[src/rtl/imu_setup_defines.svh]
// constants for the inertial unit setup command decoder
// assumes byte-wide message traffic; included by bare name
`ifndef IMU_SETUP_DEFINES_SVH
`define IMU_SETUP_DEFINES_SVH
// message header values
`define IMU_ADDR_IMU 8'hE6
`define IMU_ADDR_ALL 8'hFF
`define IMU_CAT_SETUP 8'h35
// function codes
`define IMU_FN_YAW_CAL 8'h03
`define IMU_FN_BANK_CAL 8'h04
`define IMU_FN_PITCH_CAL 8'h05
`define IMU_FN_FORMAT 8'h06
`define IMU_FN_INTEG_CLR 8'h07
`define IMU_FN_GYRO_BIAS 8'h08
`define IMU_FN_BUMP 8'h09
`define IMU_FN_NV_DUMP 8'h0A
`define IMU_FN_TEMP_COMP 8'h0B
`define IMU_FN_HORIZON 8'h0C
`define IMU_FN_X1G 8'h0D
`define IMU_FN_Y1G 8'h0E
`define IMU_FN_INCL 8'h0F
`define IMU_FN_SLEW 8'h10
`define IMU_FN_MODE 8'h11
// message lengths
`define IMU_LEN_SHORT 8'h02
`define IMU_LEN_BYTE 8'h03
`define IMU_LEN_WORD 8'h04
// payload values
`define IMU_BIAS_KEY0 8'h55
`define IMU_BIAS_KEY1 8'hAA
`define IMU_FMT_MIN 8'h01
`define IMU_FMT_MAX 8'h04
`define IMU_FMT_CAL 8'h03
`define IMU_FMT_DEFAULT 3'h1
`define IMU_MODE_MAX 8'h01
// reply layout
`define IMU_ACK_LEN 8'h02
`define IMU_ACK_TYPE 8'h0A
`define IMU_DUMP_LEN 8'h38
`define IMU_DUMP_TYPE 8'h54
`define IMU_DUMP_HDR 8'h03
`define IMU_ACK_LAST 8'h03
`define IMU_DUMP_LAST 8'h39
// reset values
`define IMU_WORD_RST 16'h0000
`endif

[src/rtl/imu_setup_pkg.sv]
// types shared by the setup command decoder files
// no constants live here; numbers sit in the defines header
package imu_setup_pkg;
    typedef enum logic [1:0] {
        REPLY_IDLE = 2'b00,
        REPLY_SEND = 2'b01
    } reply_state_t;
    typedef enum logic {
        KIND_ACK = 1'b0,
        KIND_DUMP = 1'b1
    } reply_kind_t;
endpackage

[src/rtl/frame_collector.sv]
// gathers one message from the byte stream into header and payload fields
// assumes rx_first marks the address byte and rx_last the final byte
`timescale 1ns/1ps
`include "imu_setup_defines.svh"
module frame_collector (
    // clock and reset
    input wire logic clk,
    input wire logic rst_n,
    // byte stream
    input wire logic rx_valid,
    input wire logic [7:0] rx_data,
    input wire logic rx_first,
    input wire logic rx_last,
    // collected message
    output logic done_q,
    output logic len_ok_q,
    output logic [7:0] addr_q,
    output logic [7:0] len_q,
    output logic [7:0] cat_q,
    output logic [7:0] fn_q,
    output logic [7:0] p0_q,
    output logic [7:0] p1_q
);
    logic [7:0] cnt_q;
    logic in_msg_q;
    logic [7:0] pos;
    logic take;

    // position of the current byte; a first byte always restarts
    assign pos = rx_first ? 8'h00 : cnt_q;
    assign take = rx_valid && (rx_first || in_msg_q);

    // byte counter saturates so long junk never wraps into a valid length
    always_ff @(posedge clk)
    begin
        if (!rst_n)
        begin
            cnt_q <= 8'h00;
            in_msg_q <= 1'b0;
        end
        else if (take)
        begin
            cnt_q <= (pos == 8'hFF) ? pos : pos + 8'h01;
            in_msg_q <= !rx_last;
        end
    end

    // field capture by position
    always_ff @(posedge clk)
    begin
        if (!rst_n)
        begin
            addr_q <= 8'h00;
            len_q <= 8'h00;
            cat_q <= 8'h00;
            fn_q <= 8'h00;
            p0_q <= 8'h00;
            p1_q <= 8'h00;
        end
        else if (take)
        begin
            if (pos == 8'h00)
                addr_q <= rx_data;
            else if (pos == 8'h01)
                len_q <= rx_data;
            else if (pos == 8'h02)
                cat_q <= rx_data;
            else if (pos == 8'h03)
                fn_q <= rx_data;
            else if (pos == 8'h04)
                p0_q <= rx_data;
            else if (pos == 8'h05)
                p1_q <= rx_data;
        end
    end

    // end of message: length byte must count everything after it
    always_ff @(posedge clk)
    begin
        if (!rst_n)
        begin
            done_q <= 1'b0;
            len_ok_q <= 1'b0;
        end
        else
        begin
            done_q <= take && rx_last;
            len_ok_q <= take && rx_last && (pos >= 8'h02) && (len_q == pos - 8'h01);
        end
    end
endmodule

[src/rtl/reply_sender.sv]
// sends the acknowledge or the calibration dump reply byte by byte
// assumes the calibration store answers nv_rd_addr combinationally
`timescale 1ns/1ps
`include "imu_setup_defines.svh"
module reply_sender (
    // clock and reset
    input wire logic clk,
    input wire logic rst_n,
    // requests
    input wire logic start_ack,
    input wire logic start_dump,
    output logic busy,
    // calibration store read
    output logic [7:0] nv_rd_addr_q,
    input wire logic [7:0] nv_rd_data,
    // reply stream
    input wire logic tx_ready,
    output logic tx_valid_q,
    output logic [7:0] tx_data_q,
    output logic tx_last_q
);
    imu_setup_pkg::reply_state_t state_q;
    imu_setup_pkg::reply_kind_t kind_q;
    logic [7:0] idx_q;
    logic [7:0] last_idx;
    logic [7:0] next_byte;

    assign busy = (state_q != imu_setup_pkg::REPLY_IDLE);
    assign last_idx = (kind_q == imu_setup_pkg::KIND_DUMP) ? `IMU_DUMP_LAST : `IMU_ACK_LAST;

    // byte at the current index; ack body and dump header share position 0
    always_comb
    begin
        next_byte = 8'h00;
        if (idx_q == 8'h00)
            next_byte = `IMU_ADDR_ALL;
        else if (kind_q == imu_setup_pkg::KIND_ACK)
        begin
            if (idx_q == 8'h01)
                next_byte = `IMU_ACK_LEN;
            else if (idx_q == 8'h02)
                next_byte = `IMU_ACK_TYPE;
        end
        else if (idx_q == 8'h01)
            next_byte = `IMU_DUMP_LEN;
        else if (idx_q == 8'h02)
            next_byte = `IMU_DUMP_TYPE;
        else
            next_byte = nv_rd_data;
    end

    // a new request while busy is dropped; the caller does not check busy
    always_ff @(posedge clk)
    begin
        if (!rst_n)
        begin
            state_q <= imu_setup_pkg::REPLY_IDLE;
            kind_q <= imu_setup_pkg::KIND_ACK;
            idx_q <= 8'h00;
            nv_rd_addr_q <= 8'h00;
            tx_valid_q <= 1'b0;
            tx_data_q <= 8'h00;
            tx_last_q <= 1'b0;
        end
        else
        begin
            case (state_q)
                imu_setup_pkg::REPLY_IDLE:
                begin
                    if (start_ack || start_dump)
                    begin
                        state_q <= imu_setup_pkg::REPLY_SEND;
                        kind_q <= start_dump ? imu_setup_pkg::KIND_DUMP
                                             : imu_setup_pkg::KIND_ACK;
                        idx_q <= 8'h00;
                        nv_rd_addr_q <= 8'h00;
                    end
                end
                imu_setup_pkg::REPLY_SEND:
                begin
                    if (!tx_valid_q || tx_ready)
                    begin
                        if (idx_q <= last_idx)
                        begin
                            tx_valid_q <= 1'b1;
                            tx_data_q <= next_byte;
                            tx_last_q <= (idx_q == last_idx);
                            idx_q <= idx_q + 8'h01;
                            // store index trails the byte index by the header length
                            nv_rd_addr_q <= (idx_q >= `IMU_DUMP_HDR - 8'h01)
                                            ? idx_q + 8'h01 - `IMU_DUMP_HDR : 8'h00;
                        end
                        else
                        begin
                            tx_valid_q <= 1'b0;
                            tx_last_q <= 1'b0;
                            state_q <= imu_setup_pkg::REPLY_IDLE;
                        end
                    end
                end
                default:
                    state_q <= imu_setup_pkg::REPLY_IDLE;
            endcase
        end
    end
endmodule

[src/rtl/imu_setup_command_decoder.sv]
// top of the inertial unit setup command decoder
// assumes a byte stream already framed by rx_first and rx_last
// What this block does
// - yaw rate factor word is taken only in calibration mode, category 53 function 3.
// - format 3 is flagged so the yaw accumulator is reported to the host.
// - bank rate factor, function 4, taken only in calibration mode.
// - pitch rate factor taken only in calibration mode, same encoding.
// - format command is function 6, length 4, value 1 to 4 twice.
// - format 3 is never made persistent; boot restores a saved format of 1, 2 or 4.
// - choosing format 3 enters calibration mode.
// - function 7 length 2 clears the three integrators and acknowledges.
// - function 8 in calibration mode needs 55h then AAh, then captures bias.
// - function 9 loads the 16-bit bump factor.
// - function 10 sends the calibration store dump instead of an acknowledge.
// - function 11 sets temperature compensation, calibration mode only.
// - function 12 resets the horizon to gravity, then acknowledges.
// - function 13 captures X 1G and Z zero points, then acknowledges.
// - function 14 captures the Y 1G point, then acknowledges.
// - function 15 captures inclination on the compass variant only.
// - function 16 loads the 16-bit slew factor.
// - mode byte 0 inertial, 1 magnetometer, compass variant only.
// - accepted commands without data reply get FF 02 0A 00.
`timescale 1ns/1ps
`include "imu_setup_defines.svh"
module imu_setup_command_decoder (
    // clock and reset
    input wire logic clk,
    input wire logic rst_n,
    // received message bytes
    input wire logic rx_valid,
    input wire logic [7:0] rx_data,
    input wire logic rx_first,
    input wire logic rx_last,
    // reply bytes
    input wire logic tx_ready,
    output logic tx_valid_q,
    output logic [7:0] tx_data_q,
    output logic tx_last_q,
    // calibration nonvolatile store read port
    output logic [7:0] nv_rd_addr_q,
    input wire logic [7:0] nv_rd_data,
    // variant and saved format
    input wire logic compass_variant,
    input wire logic [7:0] saved_format,
    // format and mode state
    output logic [2:0] out_format_q,
    output logic cal_mode_q,
    output logic yaw_report_q,
    output logic [2:0] persist_format_q,
    output logic persist_we_q,
    output logic att_mag_mode_q,
    // rate factors, index 0 yaw, 1 bank, 2 pitch
    output logic [15:0] rate_factor_q [3],
    output logic [2:0] rate_load_q,
    // bump and slew adjustment_factor_word values
    output logic [15:0] bump_factor_q,
    output logic bump_load_q,
    output logic [15:0] slew_factor_q,
    output logic slew_load_q,
    // one-cycle action strobes
    output logic integ_clear_q,
    output logic bias_capture_q,
    output logic temp_comp_q,
    output logic horizon_set_q,
    output logic x1g_capture_q,
    output logic y1g_capture_q,
    output logic incl_capture_q
);
    logic done;
    logic len_ok;
    logic [7:0] addr;
    logic [7:0] len;
    logic [7:0] cat;
    logic [7:0] fn;
    logic [7:0] p0;
    logic [7:0] p1;
    logic reply_busy;
    logic boot_q;
    logic ours;
    logic allowed;
    logic payload_ok;
    logic cmd_ok;
    logic start_ack;
    logic start_dump;
    logic [15:0] word;
    logic [2:0] fmt_new;
    logic fmt_ok;

    // expected length byte for each function, zero when unknown
    function automatic logic [7:0] expected_len(input logic [7:0] code);
        if (code == `IMU_FN_YAW_CAL || code == `IMU_FN_BANK_CAL || code == `IMU_FN_PITCH_CAL)
            expected_len = `IMU_LEN_WORD;
        else if (code == `IMU_FN_FORMAT || code == `IMU_FN_GYRO_BIAS)
            expected_len = `IMU_LEN_WORD;
        else if (code == `IMU_FN_BUMP || code == `IMU_FN_SLEW)
            expected_len = `IMU_LEN_WORD;
        else if (code == `IMU_FN_MODE)
            expected_len = `IMU_LEN_BYTE;
        else if (code >= `IMU_FN_INTEG_CLR && code <= `IMU_FN_INCL)
            expected_len = `IMU_LEN_SHORT;
        else
            expected_len = 8'h00;
    endfunction

    // functions refused unless the unit sits in calibration mode
    function automatic logic cal_only(input logic [7:0] code);
        cal_only = (code == `IMU_FN_YAW_CAL) || (code == `IMU_FN_BANK_CAL) ||
                   (code == `IMU_FN_PITCH_CAL) || (code == `IMU_FN_GYRO_BIAS) ||
                   (code == `IMU_FN_TEMP_COMP);
    endfunction

    // a format value worth keeping, used for commands and the saved format
    function automatic logic format_valid(input logic [7:0] v);
        format_valid = (v >= `IMU_FMT_MIN) && (v <= `IMU_FMT_MAX);
    endfunction

    frame_collector frame_collector_i (
        .clk(clk),
        .rst_n(rst_n),
        .rx_valid(rx_valid),
        .rx_data(rx_data),
        .rx_first(rx_first),
        .rx_last(rx_last),
        .done_q(done),
        .len_ok_q(len_ok),
        .addr_q(addr),
        .len_q(len),
        .cat_q(cat),
        .fn_q(fn),
        .p0_q(p0),
        .p1_q(p1)
    );

    // command qualification: address, category, length, mode gate, payload
    assign word = {p1, p0};
    assign fmt_new = p0[2:0];
    assign fmt_ok = (p0 == p1) && format_valid(p0);
    assign ours = done && len_ok && (addr == `IMU_ADDR_IMU) && (cat == `IMU_CAT_SETUP);
    assign allowed = !cal_only(fn) || cal_mode_q;
    always_comb
    begin
        payload_ok = 1'b1;
        if (fn == `IMU_FN_FORMAT)
            payload_ok = fmt_ok;
        else if (fn == `IMU_FN_GYRO_BIAS)
            payload_ok = (p0 == `IMU_BIAS_KEY0) && (p1 == `IMU_BIAS_KEY1);
        else if (fn == `IMU_FN_MODE)
            payload_ok = compass_variant && (p0 <= `IMU_MODE_MAX);
        else if (fn == `IMU_FN_INCL)
            payload_ok = compass_variant;
    end
    // the boot cycle ignores commands so the saved format load is not raced
    assign cmd_ok = ours && !boot_q && (len == expected_len(fn)) && allowed && payload_ok;
    assign start_dump = cmd_ok && (fn == `IMU_FN_NV_DUMP);
    assign start_ack = cmd_ok && (fn != `IMU_FN_NV_DUMP);

    reply_sender reply_sender_i (
        .clk(clk),
        .rst_n(rst_n),
        .start_ack(start_ack),
        .start_dump(start_dump),
        .busy(reply_busy),
        .nv_rd_addr_q(nv_rd_addr_q),
        .nv_rd_data(nv_rd_data),
        .tx_ready(tx_ready),
        .tx_valid_q(tx_valid_q),
        .tx_data_q(tx_data_q),
        .tx_last_q(tx_last_q)
    );

    // format and calibration mode; format 3 lives only until power loss
    always_ff @(posedge clk)
    begin
        if (!rst_n)
        begin
            boot_q <= 1'b1;
            out_format_q <= `IMU_FMT_DEFAULT;
            cal_mode_q <= 1'b0;
            yaw_report_q <= 1'b0;
            persist_format_q <= `IMU_FMT_DEFAULT;
            persist_we_q <= 1'b0;
        end
        else
        begin
            boot_q <= 1'b0;
            persist_we_q <= 1'b0;
            if (boot_q)
            begin
                // saved format is caught after release, never format 3
                if (format_valid(saved_format) && saved_format != `IMU_FMT_CAL)
                begin
                    out_format_q <= saved_format[2:0];
                    persist_format_q <= saved_format[2:0];
                end
            end
            else if (cmd_ok && fn == `IMU_FN_FORMAT)
            begin
                out_format_q <= fmt_new;
                cal_mode_q <= (p0 == `IMU_FMT_CAL);
                yaw_report_q <= (p0 == `IMU_FMT_CAL);
                if (p0 != `IMU_FMT_CAL)
                begin
                    persist_format_q <= fmt_new;
                    persist_we_q <= 1'b1;
                end
            end
        end
    end

    // rate factor words, one per axis, calibration mode only
    genvar ax;
    generate
        for (ax = 0; ax < 3; ax++)
        begin : g_rate
            localparam logic [7:0] AXIS_FN = `IMU_FN_YAW_CAL + 8'(ax);
            always_ff @(posedge clk)
            begin
                if (!rst_n)
                begin
                    rate_factor_q[ax] <= `IMU_WORD_RST;
                    rate_load_q[ax] <= 1'b0;
                end
                else
                begin
                    rate_load_q[ax] <= cmd_ok && (fn == AXIS_FN);
                    if (cmd_ok && fn == AXIS_FN)
                        rate_factor_q[ax] <= word;
                end
            end
        end
    endgenerate

    // bump and slew factors; any 16-bit value is taken as given
    always_ff @(posedge clk)
    begin
        if (!rst_n)
        begin
            bump_factor_q <= `IMU_WORD_RST;
            slew_factor_q <= `IMU_WORD_RST;
            bump_load_q <= 1'b0;
            slew_load_q <= 1'b0;
        end
        else
        begin
            bump_load_q <= cmd_ok && (fn == `IMU_FN_BUMP);
            slew_load_q <= cmd_ok && (fn == `IMU_FN_SLEW);
            if (cmd_ok && fn == `IMU_FN_BUMP)
                bump_factor_q <= word;
            if (cmd_ok && fn == `IMU_FN_SLEW)
                slew_factor_q <= word;
        end
    end

    // attitude mode select, only meaningful on the compass variant
    always_ff @(posedge clk)
    begin
        if (!rst_n)
            att_mag_mode_q <= 1'b0;
        else if (cmd_ok && fn == `IMU_FN_MODE)
            att_mag_mode_q <= p0[0];
    end

    // one-cycle action strobes to the sensing core
    always_ff @(posedge clk)
    begin
        if (!rst_n)
        begin
            integ_clear_q <= 1'b0;
            bias_capture_q <= 1'b0;
            temp_comp_q <= 1'b0;
            horizon_set_q <= 1'b0;
            x1g_capture_q <= 1'b0;
            y1g_capture_q <= 1'b0;
            incl_capture_q <= 1'b0;
        end
        else
        begin
            integ_clear_q <= cmd_ok && (fn == `IMU_FN_INTEG_CLR);
            bias_capture_q <= cmd_ok && (fn == `IMU_FN_GYRO_BIAS);
            temp_comp_q <= cmd_ok && (fn == `IMU_FN_TEMP_COMP);
            horizon_set_q <= cmd_ok && (fn == `IMU_FN_HORIZON);
            x1g_capture_q <= cmd_ok && (fn == `IMU_FN_X1G);
            y1g_capture_q <= cmd_ok && (fn == `IMU_FN_Y1G);
            incl_capture_q <= cmd_ok && (fn == `IMU_FN_INCL);
        end
    end
endmodule

[config.mk]
export PLATFORM = sky130hd
export DESIGN_NAME = imu_setup_command_decoder
export DESIGN_NICKNAME = d
export VERILOG_FILES = /design/src/rtl/imu_setup_pkg.sv /design/src/rtl/frame_collector.sv /design/src/rtl/reply_sender.sv /design/src/rtl/imu_setup_command_decoder.sv
export VERILOG_INCLUDE_DIRS = /design/src /design/src/rtl
export SDC_FILE = /design/constraint.sdc
export NUM_CORES = 1
export LEC_CHECK = 0
export ABC_AREA = 1
export BUFFER_PORTS_ARGS = -buffer_cell sky130_fd_sc_hd__buf_2
export CAP_MARGIN = 20
export CORE_MARGIN = 5
export CORE_UTILIZATION = 24
export CTS_BUF_LIST = sky130_fd_sc_hd__clkbuf_8
export CTS_CLUSTER_DIAMETER = 80
export CTS_CLUSTER_SIZE = 12
export DETAILED_ROUTE_END_ITERATION = 12
export GPL_TIMING_DRIVEN = 0
export HOLD_SLACK_MARGIN = 0.06
export PLACE_DENSITY = 0.51
export RECOVER_POWER = 25
export SYNTH_ARGS = -nofsm -noshare
export SYNTH_HDL_FRONTEND = slang
export SYNTH_SLANG_ARGS = --single-unit
[constraint.sdc]
create_clock -name clk -period 2.7 [get_ports clk]
set_input_delay 0.135 -clock clk [delete_from_list [all_inputs] [get_ports clk]]
set_output_delay 0.135 -clock clk [all_outputs]
set_load 0.1 [all_outputs]
==> summary.txt, run 1 <==
Run status
  – Status: finished, final reports clean

Yosys
  – Synth unique cells: between 40 and 50
  – Post-synthesis net count: 1222
  – Warnings from Yosys: 0
  – Synthesized cell area: 0.00862 mm^2
  – Biggest area contributors in the synthesized netlist: sky130_fd_sc_hd__dfxtp_1 44%, sky130_fd_sc_hd__nor2_1 11%, sky130_fd_sc_hd__nand2_1 7.4%, sky130_fd_sc_hd__o21ai_0 7.1%, sky130_fd_sc_hd__inv_1 4.8%
  – Sequential element share of the synthesized area: roughly 44%
  – Gate count of the mapped netlist: between 1000 and 1500
  – Count of flip-flops with a built-in enable after synthesis: 0
  – Average size of a mapped cell: approximately 7.3 um^2
  – Area fraction of the dominant cell type after synthesis: about 44%
  – Proportion of register bits with asynchronous set or reset after synthesis: 0%
  – Post-synthesis register bit count: ~190
  – Biggest area consumer among synthesized cells: sky130_fd_sc_hd__dfxtp_1
  – Top FF cell, synth: sky130_fd_sc_hd__dfxtp_1

Timing
  – Smallest hold slack: 0.109 ns
  – Peak Freq: between 0.3 and 0.4 GHz
  – Rel. slew slack: approximately a fifth
  – PnR worst setup slack: 0.172 ns
  – Worst Skew: 0.0232 ns
  – Final critical-path share of the clock period: a little over nine tenths
  – Sum Neg Setup Slack: 0 ns
  – Measured slew at the worst slew-check pin: between 1 and 1.5 ns
  – Final setup fails: 0
  – Number of hold-slack violations in the final timing report: 0
  – Shortest period the worst path allows: 2.53 ns
  – RSZ-0062 raised after global routing: false
  – Slew Viols, Final: 0

CTS
  – Clock latency on the worst-skew pair: around 0.48 ns
  – Deepest clock path buffer count: 2
  – Clock sinks: about 190
  – Max H-tree Level: 4
  – CTS tree: built
  – Clock transition time at the flip-flop clock pins of the worst setup and hold paths: around 0.12 ns
  – Post-CTS Setup Inserts: 0
  – Root buffer cell: sky130_fd_sc_hd__clkbuf_8
  – Number of clock buffers inserted by TritonCTS: 17

Drt
  – Per-cell routed wire length: about 16 um
  – Antenna-violating nets left: 0
  – Initial DRC count: 401
  – Router iterations before antenna repair: 5
  – Final routed DRC violation total: 0
  – Vias: just over 8000
  – Mean number of vias per cell: ~4.4
  – Overall routed net length: between 20000 and 30000 um

Setup path
  – Crit Path Category: flip-flop to flip-flop
  – Critical Path End Type: flip-flop
  – Maximum fanout encountered on the critical timing path: 10
  – Data required, critical path: slightly above 3 ns
  – Type of origin of the critical path: flip-flop
  – Number of cells traversed by the worst register-to-register path: 14
  – Arrival time of data at the critical path endpoint: roughly 2.9 ns

Place
  – IO buf count: about 150
  – Cell Count Post-Placement: roughly 1800
  – Standard cell area after detailed placement: between 0.009 and 0.01 mm^2
  – Worst setup slack before clock tree synthesis: slightly above 0.06 ns
  – Routability-driven placement congestion ratio: just under 0.9
  – Detailed placer's ending HPWL: 22000 um

Final layout
  – Net total in the final layout: 1409
  – Most frequent cells in the layout: 248 x sky130_fd_sc_hd__nor2_1, 184 x sky130_fd_sc_hd__dfxtp_1, 169 x sky130_fd_sc_hd__nand2_1
  – Area used by sequential logic in the layout: around 0.0038 mm^2
  – Combined area of the multi-input logic cells: a little over 0.004 mm^2
  – Fill cell total of the finished layout: about 4000
  – Final cell count without fillers: 1839
  – Post-synthesis to final-layout area growth: 21.2%
  – Most frequent standard cell in the layout excluding fill and tap cells: sky130_fd_sc_hd__nor2_1
  – Post-route cell area: around 0.010 mm^2
  – Share of cells above drive strength 1: about 15%

GRT
  – Met3 Use GR: 2.92%
  – Met1 track demand over resource: a little under a fifth
  – Number of global-route vias before repair: 7705
  – Met2 track demand over resource in global routing: 24.4%
  – Maximum number of pins on one net before global-route repair: 20
  – Antenna violations before repair: 0
  – Busiest metal layer after global routing: met2
  – Overall overflow remaining after global route: 0
  – All-layer global routing usage: about 14%
  – First-pass GRT wire length: ~45000 um

Power
  – Clk network pwr share: a little under two fifths
  – Internal Pwr Total: roughly 3.6 mW
  – Switching share of total power: between 20% and 30%
  – Leakage: between 4 and 5 nW
  – Sw Pwr: around 1.4 mW
  – P per Cell Area: between 400 and 500 mW/mm^2
  – Gate power share: 5.4%
  – Max VDD drop: between 0.0004 and 0.0005 V
  – Part of the total power dissipated in sequential elements: between 50% and 60%

Min path
  – Min-Delay Path Class: input port to flip-flop
  – Number of instances on the worst hold path: 5

Die
  – Initial Utilization: about a quarter
  – Vertical die dimension: 199 um
  – Horiz. Die Dim: between 150 and 200 um
  – Overall die area: between 0.03 and 0.04 mm^2
  – FP Rows: between 60 and 70
  – Number of I/O pins: between 150 and 200
  – Placeable Area: about 0.035 mm^2

Run
  – Max Cap Violations: 0
layout make-up:
| cell class | instances | share of cell area, % |
|---|---|---|
| plain buffers | 52 | 2.57 |
| well taps | 461 | 5.52 |
| clock inverters | 14 | 1.35 |
| repair buffers | 168 | 8.04 |
| diodes | 1 | 0.0240 |
| multi-input cells | 815 | 39.4 |
| inverters | 121 | 4.40 |
| flip-flops and latches | 189 | 36.3 |
| clock buffers | 18 | 2.37 |
flip-flops by register name (all words and copies together), names as in the netlist, 8 cells and up:
signal,flops
frame_collector_i.p1_q,8
reply_sender_i.idx_q,8
reply_sender_i.nv_rd_addr_q,8
slew_factor_q,16
frame_collector_i.cat_q,8
rate_factor_q,48
frame_collector_i.p0_q,8
frame_collector_i.addr_q,8
frame_collector_i.len_q,8
frame_collector_i.cnt_q,8
reply_sender_i.tx_data_q,8
frame_collector_i.fn_q,8
bump_factor_q,16
synth_stat cells, drive strengths merged (3+ instances only):
cell type and instances:
a211oi 18, a21oi 84, a31oi 4, buf 29, clkbuf 23, dfxtp 189
ha 14, inv 120, nand2 181, nand3 48, nand3b 3, nand4 12
nor2 263, nor3 14, nor3b 3, nor4 5, o211ai 4, o21ai 127
or2 3, xnor2 4, xor2 23
routing by layer:
metal	vias up	wire, um
met5	-	0
met2	181	13600
met1	3740	13500
met4	0	401
li1	4181	-
met3	15	1340
final timing paths:
| check | startpoint | end | slack (ns) |
|---|---|---|---|
| max reg2reg | frame_collector_i.p0_q[5] | slew_factor_q[13] | 0.17 |
| min | saved_format[1] | persist_format_q[1] | 0.11 |
| max | frame_collector_i.p0_q[5] | slew_factor_q[13] | 0.17 |
| min reg2reg | bump_factor_q[7] | bump_factor_q[7] | 0.45 |
power by group through the flow:
stage | clock network (mW) | logic (mW) | registers [mW]
2_1_floorplan | 0 | 0.147 | 2.89
6_report | 1.91 | 0.271 | 2.82
3_5_place_dp | 0 | 0.251 | 2.88
3_3_place_gp | 0 | 0.249 | 2.88
4_1_cts | 1.98 | 0.275 | 2.82
5_1_grt | 2.10 | 0.303 | 2.82
metrics by stage:
| stage | power, mW | utilization (%) |
|---|---|---|
| after global routing | 5.23 | 29.4 |
| final | 5.00 | 29.4 |
| after global placement | 3.13 | 28.0 |
| after floorplan | 3.03 | - |
| after detailed placement | 3.13 | 28.0 |
| after CTS | 5.08 | 29.7 |
kinds of logic after synthesis:
group,after synthesis,synth area share (%)
AO/OA/AOI/OAI,239,15.1
buffers and inverters,173,8.44
multiplexers,1,0.131
XOR/XNOR,27,2.74
flip-flops,189,43.9
AND/OR/NAND/NOR,534,27.7
adder cells (fa/ha/maj),14,2.03
repair_timing:
| item | CTS | global route |
|---|---|---|
| setup endpoints to repair | 1 | 38 |
| endpoints found under the hold margin | 58 | 0 |
| pin swaps | 0 | 0 |
| hold buffers | 19 | 0 |
| resized for setup | 1 | 8 |
worst max-delay path: stages, from the launching register on:
cell,delay (ns)
sky130_fd_sc_hd__dfxtp_1,0.63
sky130_fd_sc_hd__inv_1,0.16
sky130_fd_sc_hd__nand2_1,0.09
sky130_fd_sc_hd__nand2_1,0.05
sky130_fd_sc_hd__nor2_1,0.08
sky130_fd_sc_hd__nand2_1,0.05
sky130_fd_sc_hd__nor2_1,0.08
sky130_fd_sc_hd__nand2_1,0.10
sky130_fd_sc_hd__a21oi_1,0.22
sky130_fd_sc_hd__nand3b_2,0.18
sky130_fd_sc_hd__nor2_8,0.25
sky130_fd_sc_hd__nand2_4,0.14
sky130_fd_sc_hd__buf_4,0.20
sky130_fd_sc_hd__nor2_1,0.11
sky130_fd_sc_hd__nor2_1,0.06
Note: power is estimated with default switching activity, not from simulation.
==> inputs of run 2 (changes only) <==
==> constraint.sdc (replaced) <==
create_clock -name clk -period 2.7 [get_ports clk]
set_input_delay 0.27 -clock clk [delete_from_list [all_inputs] [get_ports clk]]
set_output_delay 0.27 -clock clk [all_outputs]
set_load 0.1 [all_outputs]
==> run 2 against run 1 <==
Fmax shrank 0.16%. Critical path depth is the same. Sequential cell count is the same. Sequential share of layout area grew 0.56 points. Cell count shrank 0.87%. Highest routed layer unchanged.
==> summary.txt, run 2 (synthesis results as in run 1) <==
Run status
  – Status: finished, final reports clean (unchanged)

Setup path
  – Maximum fanout encountered on the critical timing path: 10 (unchanged)
  – Worst reg2reg endpoint: slew_factor_q[13] (unchanged)
  – Critical R2R Launch: frame_collector_i.p0_q[5] (unchanged)
  – Reg-to-reg slack, setup: 0.17 ns (about the same)
  – Critical Path End Type: flip-flop (unchanged)
  – Crit Path Category: flip-flop to flip-flop (unchanged)
  – Data required, critical path: 3.06 ns (about the same)
  – Type of origin of the critical path: flip-flop (unchanged)
  – Arrival time of data at the critical path endpoint: 2.89 ns (about the same)
  – Number of cells traversed by the worst register-to-register path: 14 (unchanged)

Die
  – Initial Utilization: 24.3% (unchanged)
  – Horiz. Die Dim: 199 um (unchanged)
  – Placeable Area: 0.0355 mm^2 (unchanged)
  – Number of I/O pins: 151 (unchanged)
  – Vertical die dimension: 199 um (unchanged)
  – Overall die area: 0.0398 mm^2 (unchanged)
  – FP Rows: 69 (unchanged)

Power
  – Max VDD drop: 0.000427 V (was 0.000428 V)
  – Switching share of total power: 27.8% (about the same)
  – Clk network pwr share: 38.4% (was 38.2%)
  – Sw Pwr: 1.39 mW (about the same)
  – Gate power share: 5.1% (was 5.4%)
  – Part of the total power dissipated in sequential elements: 56.6% (was 56.4%)
  – Internal Pwr Total: 3.60 mW (was 3.61 mW)
  – P per Cell Area: 485 mW/mm^2 (was 479 mW/mm^2)
  – Leakage: 4.55 nW (was 4.62 nW)

Min path
  – Number of instances on the worst hold path: 3 (was 5)
  – Beginning of the worst hold path: nv_rd_data[1] (was saved_format[1])
  – Min-Delay Endpoint: reply_sender_i.tx_data_q[1] (was persist_format_q[1])
  – Min-Delay Path Class: input port to flip-flop (unchanged)

Final layout
  – Register containing the most flip-flops in the final layout: rate_factor_q (unchanged)
  – Net total in the final layout: 1393 (was 1409)
  – Most frequent standard cell in the layout excluding fill and tap cells: sky130_fd_sc_hd__nor2_1 (unchanged)
  – Share of cells above drive strength 1: 14.8% (was 14.6%)
  – Largest registers: rate_factor_q: 48 flops, bump_factor_q: 16 flops, slew_factor_q: 16 flops (unchanged)
  – Most frequent cells in the layout: 248 x sky130_fd_sc_hd__nor2_1, 184 x sky130_fd_sc_hd__dfxtp_1, 169 x sky130_fd_sc_hd__nand2_1 (unchanged)
  – Fill cell total of the finished layout: 3957 (was 3948)
  – Post-synthesis to final-layout area growth: 19.4% (was 21.2%)
  – Largest register FFs: 48 (unchanged)

Place
  – IO buf count: 149 (unchanged)
  – Detailed placer's ending HPWL: 22000 um (unchanged)
  – Routability-driven placement congestion ratio: 0.889 (unchanged)
  – Worst setup slack before clock tree synthesis: 0.0594 ns (was 0.0607 ns)

Timing
  – Rel. slew slack: 19.1% (about the same)
  – PnR worst setup slack: 0.168 ns (was 0.172 ns)
  – RSZ-0062 raised after global routing: false (unchanged)
  – Peak Freq: 0.395 GHz (was 0.396 GHz)
  – Measured slew at the worst slew-check pin: 1.22 ns (about the same)
  – Sum Neg Setup Slack: 0 ns (unchanged)
  – Worst Skew: 0.0234 ns (was 0.0232 ns)
  – Final setup fails: 0 (unchanged)
  – Shortest period the worst path allows: 2.53 ns (about the same)
  – Final critical-path share of the clock period: 93.8% (was 93.6%)
  – Slew Viols, Final: 0 (unchanged)
  – Number of hold-slack violations in the final timing report: 0 (unchanged)

CTS
  – Clock latency on the worst-skew pair: 0.48 ns (about the same)
  – Root buffer cell: sky130_fd_sc_hd__clkbuf_8 (unchanged)
  – Post-CTS Setup Inserts: 0 (unchanged)
  – Max H-tree Level: 4 (unchanged)
  – CTS tree: built (unchanged)
  – Clock sinks: 189 (unchanged)
  – Number of clock buffers inserted by TritonCTS: 17 (unchanged)
  – Clock transition time at the flip-flop clock pins of the worst setup and hold paths: 0.12 ns (about the same)
  – Deepest clock path buffer count: 2 (unchanged)

GRT
  – Antenna violations before repair: 0 (unchanged)
  – All-layer global routing usage: 14.4% (about the same)
  – Overall overflow remaining after global route: 0 (unchanged)
  – First-pass GRT wire length: 44800 um (was 45000 um)
  – Maximum number of pins on one net before global-route repair: 20 (unchanged)
  – Number of global-route vias before repair: 7635 (was 7705)

Drt
  – Per-cell routed wire length: 15.8 um (was 15.7 um)
  – Antenna-violating nets left: 0 (unchanged)
  – Mean number of vias per cell: 4.42 (was 4.41)
  – Final routed DRC violation total: 0 (unchanged)
  – Initial DRC count: 388 (was 401)
  – Vias: 8061 (was 8117)
  – Overall routed net length: 28900 um (about the same)
  – Router iterations before antenna repair: 5 (unchanged)

Run
  – Max Cap Violations: 0 (unchanged)
==> run 2: cell count changes in the layout (fill, tap and decap cells not counted) <==
cell / before / now
sky130_fd_sc_hd__dlygate4sd3_1: 19 / 3
==> run 2: how the worst max path moves through the flow <==
stage                         startpoint                     endpoint  slack [ns]  cells past startpoint
2_1_floorplan               yaw_report_q            rate_factor_q[10]        0.48                      9
3_3_place_gp       reply_sender_i.kind_q  reply_sender_i.tx_data_q[1]        0.02                     10
3_5_place_dp                    rx_first   frame_collector_i.cnt_q[4]        0.06                     13
4_1_cts        frame_collector_i.p0_q[2]            slew_factor_q[13]        0.14                     14
5_1_grt        frame_collector_i.p0_q[5]            slew_factor_q[13]       0.009                     14
6_report       frame_collector_i.p0_q[5]            slew_factor_q[13]        0.17                     14
==> run 2: what timing repair did <==
| action | CTS | global route |
|---|---|---|
| resized for setup | 1 | 8 |
| endpoints found under the setup margin | 1 | 38 |
| hold endpoints to repair | 3 | 0 |
| hold buffers | 3 | 0 |
==> run 2: power groups by stage <==
| stage | combinational (mW) | clock, mW | sequential [mW] |
|---|---|---|---|
| global route | 0.283 | 2.10 | 2.82 |
| finish | 0.252 | 1.91 | 2.82 |
| CTS | 0.255 | 1.98 | 2.82 |
| global placement | 0.249 | 0 | 2.88 |
| floorplan | 0.147 | 0 | 2.89 |
| detailed placement | 0.251 | 0 | 2.88 |
==> run 2: worst max-delay path, stage by stage (launching register included) <==
cell and delay, ns:
sky130_fd_sc_hd__dfxtp_1 0.63, sky130_fd_sc_hd__inv_1 0.16, sky130_fd_sc_hd__nand2_1 0.09, sky130_fd_sc_hd__nand2_1 0.05, sky130_fd_sc_hd__nor2_1 0.08, sky130_fd_sc_hd__nand2_1 0.05
sky130_fd_sc_hd__nor2_1 0.08, sky130_fd_sc_hd__nand2_1 0.10, sky130_fd_sc_hd__a21oi_1 0.22, sky130_fd_sc_hd__nand3b_2 0.18, sky130_fd_sc_hd__nor2_8 0.25, sky130_fd_sc_hd__nand2_4 0.14
sky130_fd_sc_hd__buf_4 0.20, sky130_fd_sc_hd__nor2_1 0.11, sky130_fd_sc_hd__nor2_1 0.06
==> run 2: metrics by stage <==
stage | instance area [um^2] | total power, mW | cells | utilization (%) | hold slack (ns)
2_1_floorplan | 8620 | 3.03 | 1177 | - | 0.360
3_3_place_gp | 9940 | 3.13 | 1787 | 28.0 | 0.436
3_5_place_dp | 9940 | 3.13 | 1787 | 28.0 | 0.432
4_1_cts | 10400 | 5.06 | 1822 | 29.2 | 0.0688
5_1_grt | 10300 | 5.21 | 1822 | 29.0 | 0.0930
6_report | 10300 | 4.99 | 1823 | 29.0 | 0.109
==> run 2: cell type report <==
cell class                      instances  area (um^2)  share of cell area, %
Tap cell                              461          577                   5.61
Buffer                                 52          269                   2.61
Antenna cell                            1         2.50                 0.0243
Multi-Input combinational cell        815         4120                   40.1
Clock inverter                         14          141                   1.37
Sequential cell                       189         3790                   36.8
Timing Repair Buffer                  152          679                   6.60
Clock buffer                           18          248                   2.41
Inverter                              121          459                   4.46
==> run 2: routing by layer <==
layer / vias to the layer above / share of wire [%] / wire length, um / global-route usage (%)
met5: - / 0 / 0 / 0
met4: 0 / 1.4 / 418 / 3.30
met3: 17 / 4.9 / 1420 / 2.93
met2: 192 / 47 / 13600 / 24.3
met1: 3705 / 47 / 13400 / 19.0
li1: 4147 / - / - / -
